[config.mk]
export PLATFORM = sky130hd
export DESIGN_NAME = alt_readout
export DESIGN_NICKNAME = d
export VERILOG_FILES = /design/src/alt_pkg.sv /design/src/alt_readout.sv
export VERILOG_INCLUDE_DIRS = /design/src
export SDC_FILE = /design/constraint.sdc
export NUM_CORES = 1
export LEC_CHECK = 0
export BUFFER_PORTS_ARGS = -buffer_cell sky130_fd_sc_hd__clkbuf_2
export CORE_MARGIN = 4
export CORE_UTILIZATION = 35
export DETAILED_ROUTE_END_ITERATION = 6
export HOLD_SLACK_MARGIN = 0.05
export SYNTH_ARGS = -nofsm -noshare
export SYNTH_HDL_FRONTEND = slang
export SYNTH_SLANG_ARGS = --single-unit
[constraint.sdc]
create_clock -name clk_in -period 7.15 [get_ports clk_in]
set_clock_uncertainty 0.2 [all_clocks]
set_input_delay 0.715 -clock clk_in [delete_from_list [all_inputs] [get_ports clk_in]]
set_output_delay 0.715 -clock clk_in [all_outputs]
set_load 0.01 [all_outputs]
[src/alt_defs.svh]
`ifndef ALT_DEFS_SVH
`define ALT_DEFS_SVH

// Command field codes (four bits between start and stop patterns)
`define ALT_CMD_PRESSURE 4'ha
`define ALT_CMD_TEMPERATURE 4'h9
`define ALT_CMD_CAL_FIRST 4'h5
`define ALT_CMD_CAL_SECOND 4'h6
`define ALT_CMD_CAL_THIRD 4'h3
`define ALT_CMD_CAL_FOURTH 4'h4

// Frame layout inside the serial history
`define ALT_START_BITS 3'h7
`define ALT_STOP_BITS 3'h0
`define ALT_RESET_LEN 21
`define ALT_RESET_PATTERN 21'h155540

// Readout length in serial clocks and result width
`define ALT_READ_CLOCKS 17
`define ALT_WORD_BITS 16

// Calibration store contents, first word in the top bits
`define ALT_CAL_CONTENT 64'h1111_2222_3333_4444

// Longest conversion time and master clock rate
`define ALT_CONV_TIME_US 35000
`define ALT_MCLK_HZ 32768
`define ALT_CONV_MCLK_CYCLES ((`ALT_CONV_TIME_US * `ALT_MCLK_HZ) / 1000000)

`endif

[src/alt_pkg.sv]
package alt_pkg;

   typedef enum logic [1:0] {
      ST_IDLE,
      ST_ACK,
      ST_CONV,
      ST_READ
   } alt_state_type;

   typedef struct packed {
      logic [15:0] pressure_sample;
      logic [15:0] temperature_sample;
   } alt_samples_type;

   typedef struct packed {
      alt_state_type fsm;
      logic [1:0] sclk_s;
      logic sclk_p;
      logic [1:0] mclk_s;
      logic mclk_p;
      logic [1:0] din_s;
      alt_samples_type smp_s0;
      alt_samples_type smp_s1;
      logic [20:0] hist;
      logic [4:0] bitcnt;
      logic ack_cnt;
      logic [15:0] conv_cnt;
      logic [15:0] shreg;
      logic is_temp;
      logic dout;
   } alt_regs_type;

endpackage

[src/alt_readout.sv]
`timescale 1ns/1ps
`include "alt_defs.svh"

// Overview of operation
// RL1: Sample input and launch output on rising edges
// RL2: Host drives clock, changes data on falling
// RL3: No select; framing comes from input bits
// RL4: Three high start bits precede command
// RL5: Three low stop bits follow command
// RL6: Four-bit command selects conversion or calibration
// RL7: Output rises in last stop bit on conversion
// RL8: Host gives two clocks then holds low
// RL9: Output falls when conversion completes
// RL10: Seventeen clocks shift out sixteen result bits
// RL11: Clock pause keeps the readout bit position
// RL12: Host reads result before next conversion
// RL13: Twenty-one bit pattern resets from any state
// RL14: Six instructions select the output data
// RL15: Four sixteen-bit calibration words, 64 bits stored
// RL16: Conversion yields pressure or temperature sample
// RL17: Host should reset before each conversion
// RL18: Codes, order and reset pattern are parameters; output bit order is fixed MSB first (shreg[15])
// RL19: Sequencer timed by master clock, crossed safely
module alt_readout #(
   parameter logic [3:0] CMD_PRESSURE = `ALT_CMD_PRESSURE,
   parameter logic [3:0] CMD_TEMPERATURE = `ALT_CMD_TEMPERATURE,
   parameter logic [3:0] CMD_CAL_FIRST = `ALT_CMD_CAL_FIRST,
   parameter logic [3:0] CMD_CAL_SECOND = `ALT_CMD_CAL_SECOND,
   parameter logic [3:0] CMD_CAL_THIRD = `ALT_CMD_CAL_THIRD,
   parameter logic [3:0] CMD_CAL_FOURTH = `ALT_CMD_CAL_FOURTH,
   parameter logic [20:0] RESET_PATTERN = `ALT_RESET_PATTERN,
   parameter logic [63:0] CAL_CONTENT = `ALT_CAL_CONTENT,
   parameter logic [15:0] CONV_MCLK_CYCLES = 16'(`ALT_CONV_MCLK_CYCLES)
)(
   input wire logic clk_in,
   input wire logic rst_n_in,
   input wire logic serial_bit_clock_in,
   input wire logic serial_in_line_in,
   input wire logic converter_master_clock_in,
   input wire alt_pkg::alt_samples_type samples_in,
   output logic serial_out_line_out,
   output logic conv_busy_out,
   output logic conv_is_temp_out
);

   alt_pkg::alt_regs_type s_q;
   alt_pkg::alt_regs_type s_d;

   logic sclk_rise;
   logic mclk_rise;
   logic [20:0] hist_n;
   logic reset_hit;
   logic frame_hit;
   logic [3:0] cmd;
   logic is_conv_cmd;
   logic is_cal_cmd;
   logic conv_done;
   logic [15:0] cal_word;
   logic [15:0] conv_word;

   assign sclk_rise = s_q.sclk_s[1] & ~s_q.sclk_p; // [RL1]
   assign mclk_rise = s_q.mclk_s[1] & ~s_q.mclk_p; // [RL19]
   assign hist_n = {s_q.hist[19:0], s_q.din_s[1]};
   assign reset_hit = (hist_n == RESET_PATTERN); // [RL13] [RL18]
   assign frame_hit = (hist_n[9:7] == `ALT_START_BITS) && (hist_n[2:0] == `ALT_STOP_BITS); // [RL3] [RL4] [RL5]
   assign cmd = hist_n[6:3]; // [RL6]
   assign is_conv_cmd = (cmd == CMD_PRESSURE) || (cmd == CMD_TEMPERATURE);
   assign is_cal_cmd = (cmd == CMD_CAL_FIRST) || (cmd == CMD_CAL_SECOND)
      || (cmd == CMD_CAL_THIRD) || (cmd == CMD_CAL_FOURTH);
   assign conv_done = (s_q.conv_cnt == CONV_MCLK_CYCLES);

   // Calibration word selection, first word held in the top bits
   always_comb
   begin
      if (cmd == CMD_CAL_FIRST)
      begin
         cal_word = CAL_CONTENT[63:48]; // [RL15]
      end
      else if (cmd == CMD_CAL_SECOND)
      begin
         cal_word = CAL_CONTENT[47:32];
      end
      else if (cmd == CMD_CAL_THIRD)
      begin
         cal_word = CAL_CONTENT[31:16];
      end
      else
      begin
         cal_word = CAL_CONTENT[15:0];
      end
   end

   assign conv_word = s_q.is_temp ? s_q.smp_s1.temperature_sample
      : s_q.smp_s1.pressure_sample; // [RL16]

   always_comb
   begin
      s_d = s_q;
      s_d.sclk_s = {s_q.sclk_s[0], serial_bit_clock_in};
      s_d.sclk_p = s_q.sclk_s[1];
      s_d.mclk_s = {s_q.mclk_s[0], converter_master_clock_in}; // [RL19]
      s_d.mclk_p = s_q.mclk_s[1];
      s_d.din_s = {s_q.din_s[0], serial_in_line_in};
      s_d.smp_s0 = samples_in;
      s_d.smp_s1 = s_q.smp_s0;
      // Conversion timer counts rising master clock edges from the acknowledge
      if (mclk_rise && (s_q.fsm == alt_pkg::ST_ACK || s_q.fsm == alt_pkg::ST_CONV) && !conv_done)
      begin
         s_d.conv_cnt = s_q.conv_cnt + 16'h0001; // [RL19]
      end
      if (sclk_rise)
      begin
         s_d.hist = hist_n; // [RL1]
         if (reset_hit)
         begin
            s_d.fsm = alt_pkg::ST_IDLE; // [RL13]
            s_d.hist = 21'h000000;
            s_d.dout = 1'b0;
            s_d.bitcnt = 5'h00;
         end
         else
         begin
            case (s_q.fsm)
               alt_pkg::ST_IDLE:
               begin
                  if (frame_hit && is_conv_cmd)
                  begin
                     s_d.fsm = alt_pkg::ST_ACK;
                     s_d.dout = 1'b1; // [RL7]
                     s_d.is_temp = (cmd == CMD_TEMPERATURE); // [RL14]
                     s_d.conv_cnt = 16'h0000;
                     s_d.ack_cnt = 1'b0;
                     s_d.hist = 21'h000000;
                  end
                  else if (frame_hit && is_cal_cmd)
                  begin
                     s_d.fsm = alt_pkg::ST_READ; // [RL14]
                     s_d.shreg = cal_word; // [RL15]
                     s_d.bitcnt = 5'h00;
                     s_d.hist = 21'h000000;
                  end
               end
               alt_pkg::ST_ACK:
               begin
                  s_d.ack_cnt = 1'b1;
                  if (s_q.ack_cnt)
                  begin
                     s_d.fsm = alt_pkg::ST_CONV; // [RL8]
                  end
               end
               alt_pkg::ST_READ:
               begin
                  s_d.bitcnt = s_q.bitcnt + 5'h01; // [RL10] [RL11]
                  s_d.dout = s_q.shreg[15]; // [RL1] [RL18]
                  s_d.shreg = {s_q.shreg[14:0], 1'b0};
                  if (s_q.bitcnt == 5'(`ALT_READ_CLOCKS - 1))
                  begin
                     s_d.fsm = alt_pkg::ST_IDLE; // [RL10]
                     s_d.dout = 1'b0;
                  end
               end
               default:
               begin
                  s_d.fsm = s_q.fsm;
               end
            endcase
         end
      end
      else if (s_q.fsm == alt_pkg::ST_CONV && conv_done)
      begin
         s_d.fsm = alt_pkg::ST_READ;
         s_d.dout = 1'b0; // [RL9]
         s_d.shreg = conv_word; // [RL16]
         s_d.bitcnt = 5'h00;
      end
   end

   always_ff @(posedge clk_in or negedge rst_n_in)
   begin
      if (!rst_n_in)
      begin
         s_q <= '0;
      end
      else
      begin
         s_q <= s_d;
      end
   end

   assign serial_out_line_out = s_q.dout;
   assign conv_busy_out = (s_q.fsm == alt_pkg::ST_ACK) || (s_q.fsm == alt_pkg::ST_CONV);
   assign conv_is_temp_out = s_q.is_temp;

   property p_ack;
      @(posedge clk_in) disable iff (!rst_n_in)
      sclk_rise && !reset_hit && s_q.fsm == alt_pkg::ST_IDLE && frame_hit && is_conv_cmd
      |=> serial_out_line_out && s_q.fsm == alt_pkg::ST_ACK;
   endproperty
   a_ack: assert property (p_ack) else $error("no acknowledge after conversion command"); // [RL7]

   property p_done;
      @(posedge clk_in) disable iff (!rst_n_in)
      s_q.fsm == alt_pkg::ST_CONV && conv_done && !sclk_rise
      |=> !serial_out_line_out && s_q.fsm == alt_pkg::ST_READ && s_q.shreg == $past(conv_word);
   endproperty
   a_done: assert property (p_done) else $error("completion not signalled with result"); // [RL9]

   property p_reset;
      @(posedge clk_in) disable iff (!rst_n_in)
      sclk_rise && reset_hit |=> s_q.fsm == alt_pkg::ST_IDLE && !serial_out_line_out;
   endproperty
   a_reset: assert property (p_reset) else $error("reset pattern did not return to idle"); // [RL13]

   property p_hold;
      @(posedge clk_in) disable iff (!rst_n_in)
      s_q.fsm == alt_pkg::ST_READ && !sclk_rise |=> $stable(serial_out_line_out) && $stable(s_q.bitcnt);
   endproperty
   a_hold: assert property (p_hold) else $error("readout moved without a clock edge"); // [RL11]

   property p_read_len;
      @(posedge clk_in) disable iff (!rst_n_in)
      s_q.fsm == alt_pkg::ST_READ |-> s_q.bitcnt <= 5'h10;
   endproperty
   a_read_len: assert property (p_read_len) else $error("readout ran past seventeen clocks"); // [RL10]

   property p_conv_high;
      @(posedge clk_in) disable iff (!rst_n_in)
      s_q.fsm == alt_pkg::ST_CONV |-> serial_out_line_out && conv_busy_out;
   endproperty
   a_conv_high: assert property (p_conv_high) else $error("output low during conversion"); // [RL9]

   property p_launch;
      @(posedge clk_in) disable iff (!rst_n_in)
      $changed(serial_out_line_out) |-> $past(sclk_rise) || $past(s_q.fsm) == alt_pkg::ST_CONV;
   endproperty
   a_launch: assert property (p_launch) else $error("output changed off a rising edge"); // [RL1]

   property p_cal;
      @(posedge clk_in) disable iff (!rst_n_in)
      sclk_rise && !reset_hit && s_q.fsm == alt_pkg::ST_IDLE && frame_hit && cmd == CMD_CAL_FIRST
      |=> s_q.fsm == alt_pkg::ST_READ && s_q.shreg == CAL_CONTENT[63:48] && !serial_out_line_out;
   endproperty
   a_cal: assert property (p_cal) else $error("calibration word not loaded"); // [RL15]

   property p_two_clocks;
      @(posedge clk_in) disable iff (!rst_n_in)
      s_q.fsm == alt_pkg::ST_ACK && sclk_rise && s_q.ack_cnt && !reset_hit
      |=> s_q.fsm == alt_pkg::ST_CONV;
   endproperty
   a_two_clocks: assert property (p_two_clocks) else $error("conversion wait not entered"); // [RL8]

endmodule

### Yosys cells after proc, flatten, opt, wreduce, memory -nomap -nowiden

Index checks and enable logic that the tools add are counted.

* bitwise logic cells: 5
* reduce and logical (&&, ||, !) cells: 22
* multiplexer cells: 38
* add/sub/neg operators: 2
* equality and inequality tests: 26

Operators with widths (number)
* 16-bit two-way mux: 9
* 25-bit two-way mux: 2
* 20-bit two-way mux: 2
* 33-bit two-way mux: 1
* 16-bit case mux with 2 select lines: 1
* 15-bit two-way mux: 2
* 21-bit equality test (second input constant): 1
* 4-bit inequality test (second input constant): 5
* 17-bit two-way mux: 1
* 16-bit by 1-bit adder with 16-bit output (second input constant): 1
* 16-bit by 11-bit equality test with 1-bit output (second input constant): 1
* 2-bit two-way mux: 8
* 5-bit two-way mux: 3
* 4-bit by 3-bit equality test with 1-bit output (second input constant): 3
* 4-bit AND reduction: 3
* 5-bit case mux with 2 select lines: 1
* 5-bit AND reduction: 2
* 4-bit equality test (second input constant): 2
* 1-bit logical AND: 6
* 3-bit inequality test (second input constant): 2
* 2-bit case mux with 3 select lines: 1
* 5-bit by 1-bit adder with 5-bit output (second input constant): 1
* 5-bit equality test (second input constant): 1
* 1-bit logical OR: 5
* 18 further kinds: 29

* word-level logic and storage cells: 110
* register bits: 134

### Logic depth before layout (Yosys ltp)

* depth in word-level cells: 10
* mapped depth: 9
* mapped depth without buffers: 7

### Worst setup path before layout

OpenSTA, ideal clock, no wires.

* path type: register -> register
* start point: reg s_q (netlist bit hist_n[2])
* end point: reg s_q[10] (netlist name)
* required time: 6825 ps
* clock period less this slack: 2581 ps
* setup time: 125 ps
* arrival: 2257 ps
* path slack: 4569 ps
* stages on the path, launching flop included: 8
* path through: dfrtp_1 -> or4b_4 -> a2111o_1 -> o21ai_0 -> and3b_1 -> buf_4 -> buf_4 -> mux2_2

* cells in the longest elaborated chain, start to end: 5
* elaborated cells on any way between the ends: 9
* classes of those cells: eq/ne: 4; reduce/logical: 5

Ends and longest elaborated chain
* from (decl): RTL line alt_readout.sv:46 `alt_pkg::alt_regs_type s_q;`
* from (signal assigned): RTL line alt_readout.sv:182 `s_q <= '0;`
* from (signal assigned): RTL line alt_readout.sv:186 `s_q <= s_d;`
* branches (longest 4 deep; another with 21-bit equality test)
* 5-bit AND reduction (no line) (*)

Mark *: on every way between the ends.
A chain may end at the register's enable or synchronous reset.

### Final worst setup path

* start point: reg s_q (netlist bit hist_n[2])
* end point: reg s_q (netlist bit hist_n[8])

* cells in the longest elaborated chain, start to end: 7
* elaborated cells on any way between the ends: 9
* classes of those cells: eq/ne: 1; mux: 4; reduce/logical: 4

Ends and longest elaborated chain
* 3-bit zero test (no line)
* 1-bit logical AND: RTL line alt_readout.sv:65 `` assign frame_hit = (hist_n[9:7] == `ALT_START_BITS) && (hist_n[2:0] == `ALT_STOP_BITS); ``
* 1-bit logical AND: RTL line alt_readout.sv:135 `else if (frame_hit && is_cal_cmd)`
* 25-bit two-way mux: RTL line alt_readout.sv:135
* 20-bit two-way mux: RTL line alt_readout.sv:126 `if (frame_hit && is_conv_cmd)`
* 20-bit two-way mux: RTL line alt_readout.sv:123 `case (s_q.fsm)`
* 25-bit two-way mux (*): RTL line alt_readout.sv:114 `if (reset_hit)`

Mark *: on every way between the ends. The rest lies on a longest branch, timed or not. The select of a mux whose other input is x is not followed.

==> results.cfg <==
[run_status]
status = complete, no violations

[synth]
synth-seq-area-share = 0.636
synth_top_family_by_area = compound AO/OA/AOI/OAI gates
synth_common_cells = dfrtp_1 (134), nor2_1 (24), a22o_1 (18)
synthAdderAreaFrac = 0.0190
synth_fp_nets = 449
yosys_warnings = 0
ys_ff_latch = 134
synth_edf_count = 0
synthSimpleGateAreaFrac = 0.109
synth.distinct_cells = 54
synthFlopType = dfrtp_1
synth_area_leaders = dfrtp_1 (64%), mux2_2 (3.4%), mux2i_1 (3.2%)
muxShareOfSynthArea = 0.0665
syn-cell-area_mm2 = 0.00527
synthXorXnorAreaFrac = 0.0299
synth_compound_area_frac = 0.114
async_flop_share = 1.00
synth.avg_cell_area_um2 = 13.0
syn_inst = 404
synth_most_common_cell = dfrtp_1
yosys.area.top_type = dfrtp_1
synth_top_area_share = 0.636

[critical_path]
path_cells = or4b_4, nand4b_4, o21ai_1, nor2_1, a22o_1
cpLargestDelayFamily = simple AND/OR/NAND/NOR gates
crit_cells = 5
slowest_delay_ps = 870
cp.required_ps = 7240
rr_endpoint = hist_n[8]$_DFFE_PN0P_
cp_slowest_cell = o21ai_1
crit_end = hist_n[8]$_DFFE_PN0P_
critPathBufInv = 0
rr_worst_depth = 5
r2r_setup_slack_ps = 3880
cp-startpoint = hist_n[2]$_DFFE_PN0P_
cp_max_fo = 18
cp_data_arrival_time_ps = 3360
cp-start-kind = flop
crit_type = flop to flop
rr_startpoint = hist_n[2]$_DFFE_PN0P_
crit_path_end_kind = flop

[route]
drtIter0Drc = 195
vias = 3210
wirelength_mm = 9.37
antenna_left = 0
drtPass1Iterations = 5
avgRoutedWirePerCell_um = 14.6
drc = 0
routed_via_density = 5.00

[floorplanning]
initial_utilization = 0.360
design.die.area_mm2 = 0.0171
die_w_um = 131
placementRows = 44
boundaryPins = 40
core_mm2 = 0.0146
dieHeight_um = 131

[sta]
grt_setup_unrepaired = no
setup_tns_ps = 0
drv_slew = 0
fmax_mhz = 306
fin_crit_sh = 0.457
slew-limit-headroom = 0.185
fin_crit_ps = 3270
worst_pin_slew_ps = 1220
finalSetupViolCount = 0
holdWs_ps = 143
hold_viol = 0

[power_and_ir_drop]
power_density_mw_per_mm2 = 311
power_leakage_nw = 2.74
p_total_mw = 1.93
vdd_drop_max_uv = 175

[final_layout]
area_growth_pct = 17.5
fin_nets = 490
finish.instance_area_mm2 = 0.00619
n_antenna_cell = 0
fin_cells = 642
drive_above_1_share = 0.214

[clocking]
cts_max_path_buffers = 2
cts_root_buffer = clkbuf_16
clkSlewWorstSetupHoldPaths_ps = 60
cts_resized = 0
cts_buffers = 17
postCtsSetupRepairBufs = 0
cts_sinks = 134
postCtsHoldBufs = 0
cts_tree = done
clk_latency_ps = 410
cts_max_level = 4

[placement]
routabilityCongestion = 0.876
place_area_mm2 = 0.00562
dp_hpwl_mm = 6.25
port_buffers = 39
dp.cells = 610

[grt]
antenna_found_initial = 0
grt_pass1_vias = 3326
grt-ovfl-total = 0
grt_max_degree = 70
grt_util_all_layers = 0.124
grt_pass1_wl_mm = 16.3

[flow_run]
drv_cap = 0

[worst_hold_path]
min-delay-path-class = flop to flop
worst min-delay path by stage:
| stage | start | to | cells past startpoint |
|---|---|---|---|
| 4_1_cts | s_d[129]$_DFF_PN0_ | s_d[127]$_DFF_PN0_ | 0 |
| 2_1_floorplan | s_d[126]$_DFF_PN0_ | hist_n[0]$_DFF_PN0_ | 0 |
| 3_5_place_dp | s_d[66]$_DFF_PN0_ | s_q[66]$_DFF_PN0_ | 0 |
| 3_3_place_gp | s_d[79]$_DFF_PN0_ | s_q[79]$_DFF_PN0_ | 0 |
| 6_report | s_d[129]$_DFF_PN0_ | s_d[127]$_DFF_PN0_ | 0 |
| 5_1_grt | s_d[129]$_DFF_PN0_ | s_d[127]$_DFF_PN0_ | 0 |
logic make-up after synthesis:
group,Yosys count
AND/OR/NAND/NOR,100
adder cells (fa/ha/maj),8
multiplexers,33
AO/OA/AOI/OAI,80
buffers and inverters,31
flip-flops,134
XOR/XNOR,18
layer usage:
layer  track usage  vias up  share of wire
li1              -     1536              -
met4        0.0684        0          0.027
met3        0.0333       20          0.040
met1         0.158     1580           0.46
met5             0        -              0
met2         0.191       74           0.48
stage by stage:
stage	util	setup WS, ps
6_report	0.423	3880
4_1_cts	0.423	3890
2_1_floorplan	-	4570
3_5_place_dp	0.384	3890
5_1_grt	0.423	3680
3_3_place_gp	0.384	4010
worst reg2reg max path: cells and delay by family (launching register included):
kind,cells,cell delay [ps]
flops,1,400
compound gates,2,1200
simple gates,3,1360
registers in the layout, summed over array words and instances, names as in the netlist:
register / flops
s_q: 74
serial_out_line_out: 1
cmd: 4
hist_n: 17
s_d: 37
conv_is_temp_out: 1
area by class of cell:
cell class                 count  area (um^2)
fill                        1374         8450
multi-input combinational    239         1780
timing repair buffer          41          213
tap                          184          230
sequential                   134         3350
clock buffer                  18          429
clock inverter                14          143
inverter                      12         45.0
power by group:
part	total [mW]	internal, mW	switching [mW]	leakage, nW
combinational	0.229	0.0985	0.131	0.802
sequential	0.873	0.824	0.0487	1.66
clock	0.828	0.488	0.340	0.269
cell usage in the layout, fill, tap and decap left out, types with 2 or more instances in the layout:
cell type   synthesis  layout
clkbuf_16           0      17
xnor2_1             6       6
nand2_1            14      14
inv_1              12      12
nor4_1              3       3
xor2_1             12      12
nand3b_1            2       2
clkinvlp_4          0       4
clkinv_4            0       2
inv_8               0       3
a22o_1             18      18
mux2_2             16      16
and3b_1             2       2
o211ai_1            5       5
nor4bb_1            2       2
dfrtp_1           134     134
and3_1              5       5
o32ai_1             5       5
o22ai_1             7       7
a21oi_1            13      13
buf_4               2       3
or2_2               2       2
nor2_1             24      24
nand2b_1            3       3
o21ai_0            13      13
nand4_1             4       4
clkbuf_2            0      38
nand3_1            16      16
o2bb2ai_1           7       7
mux2i_1            17      17
a2bb2oi_1           2       2
inv_6               0       3
nor2b_1             6       6
ha_1                8       8
nor3_1              6       6
Note: power is estimated with default switching activity, not from simulation.
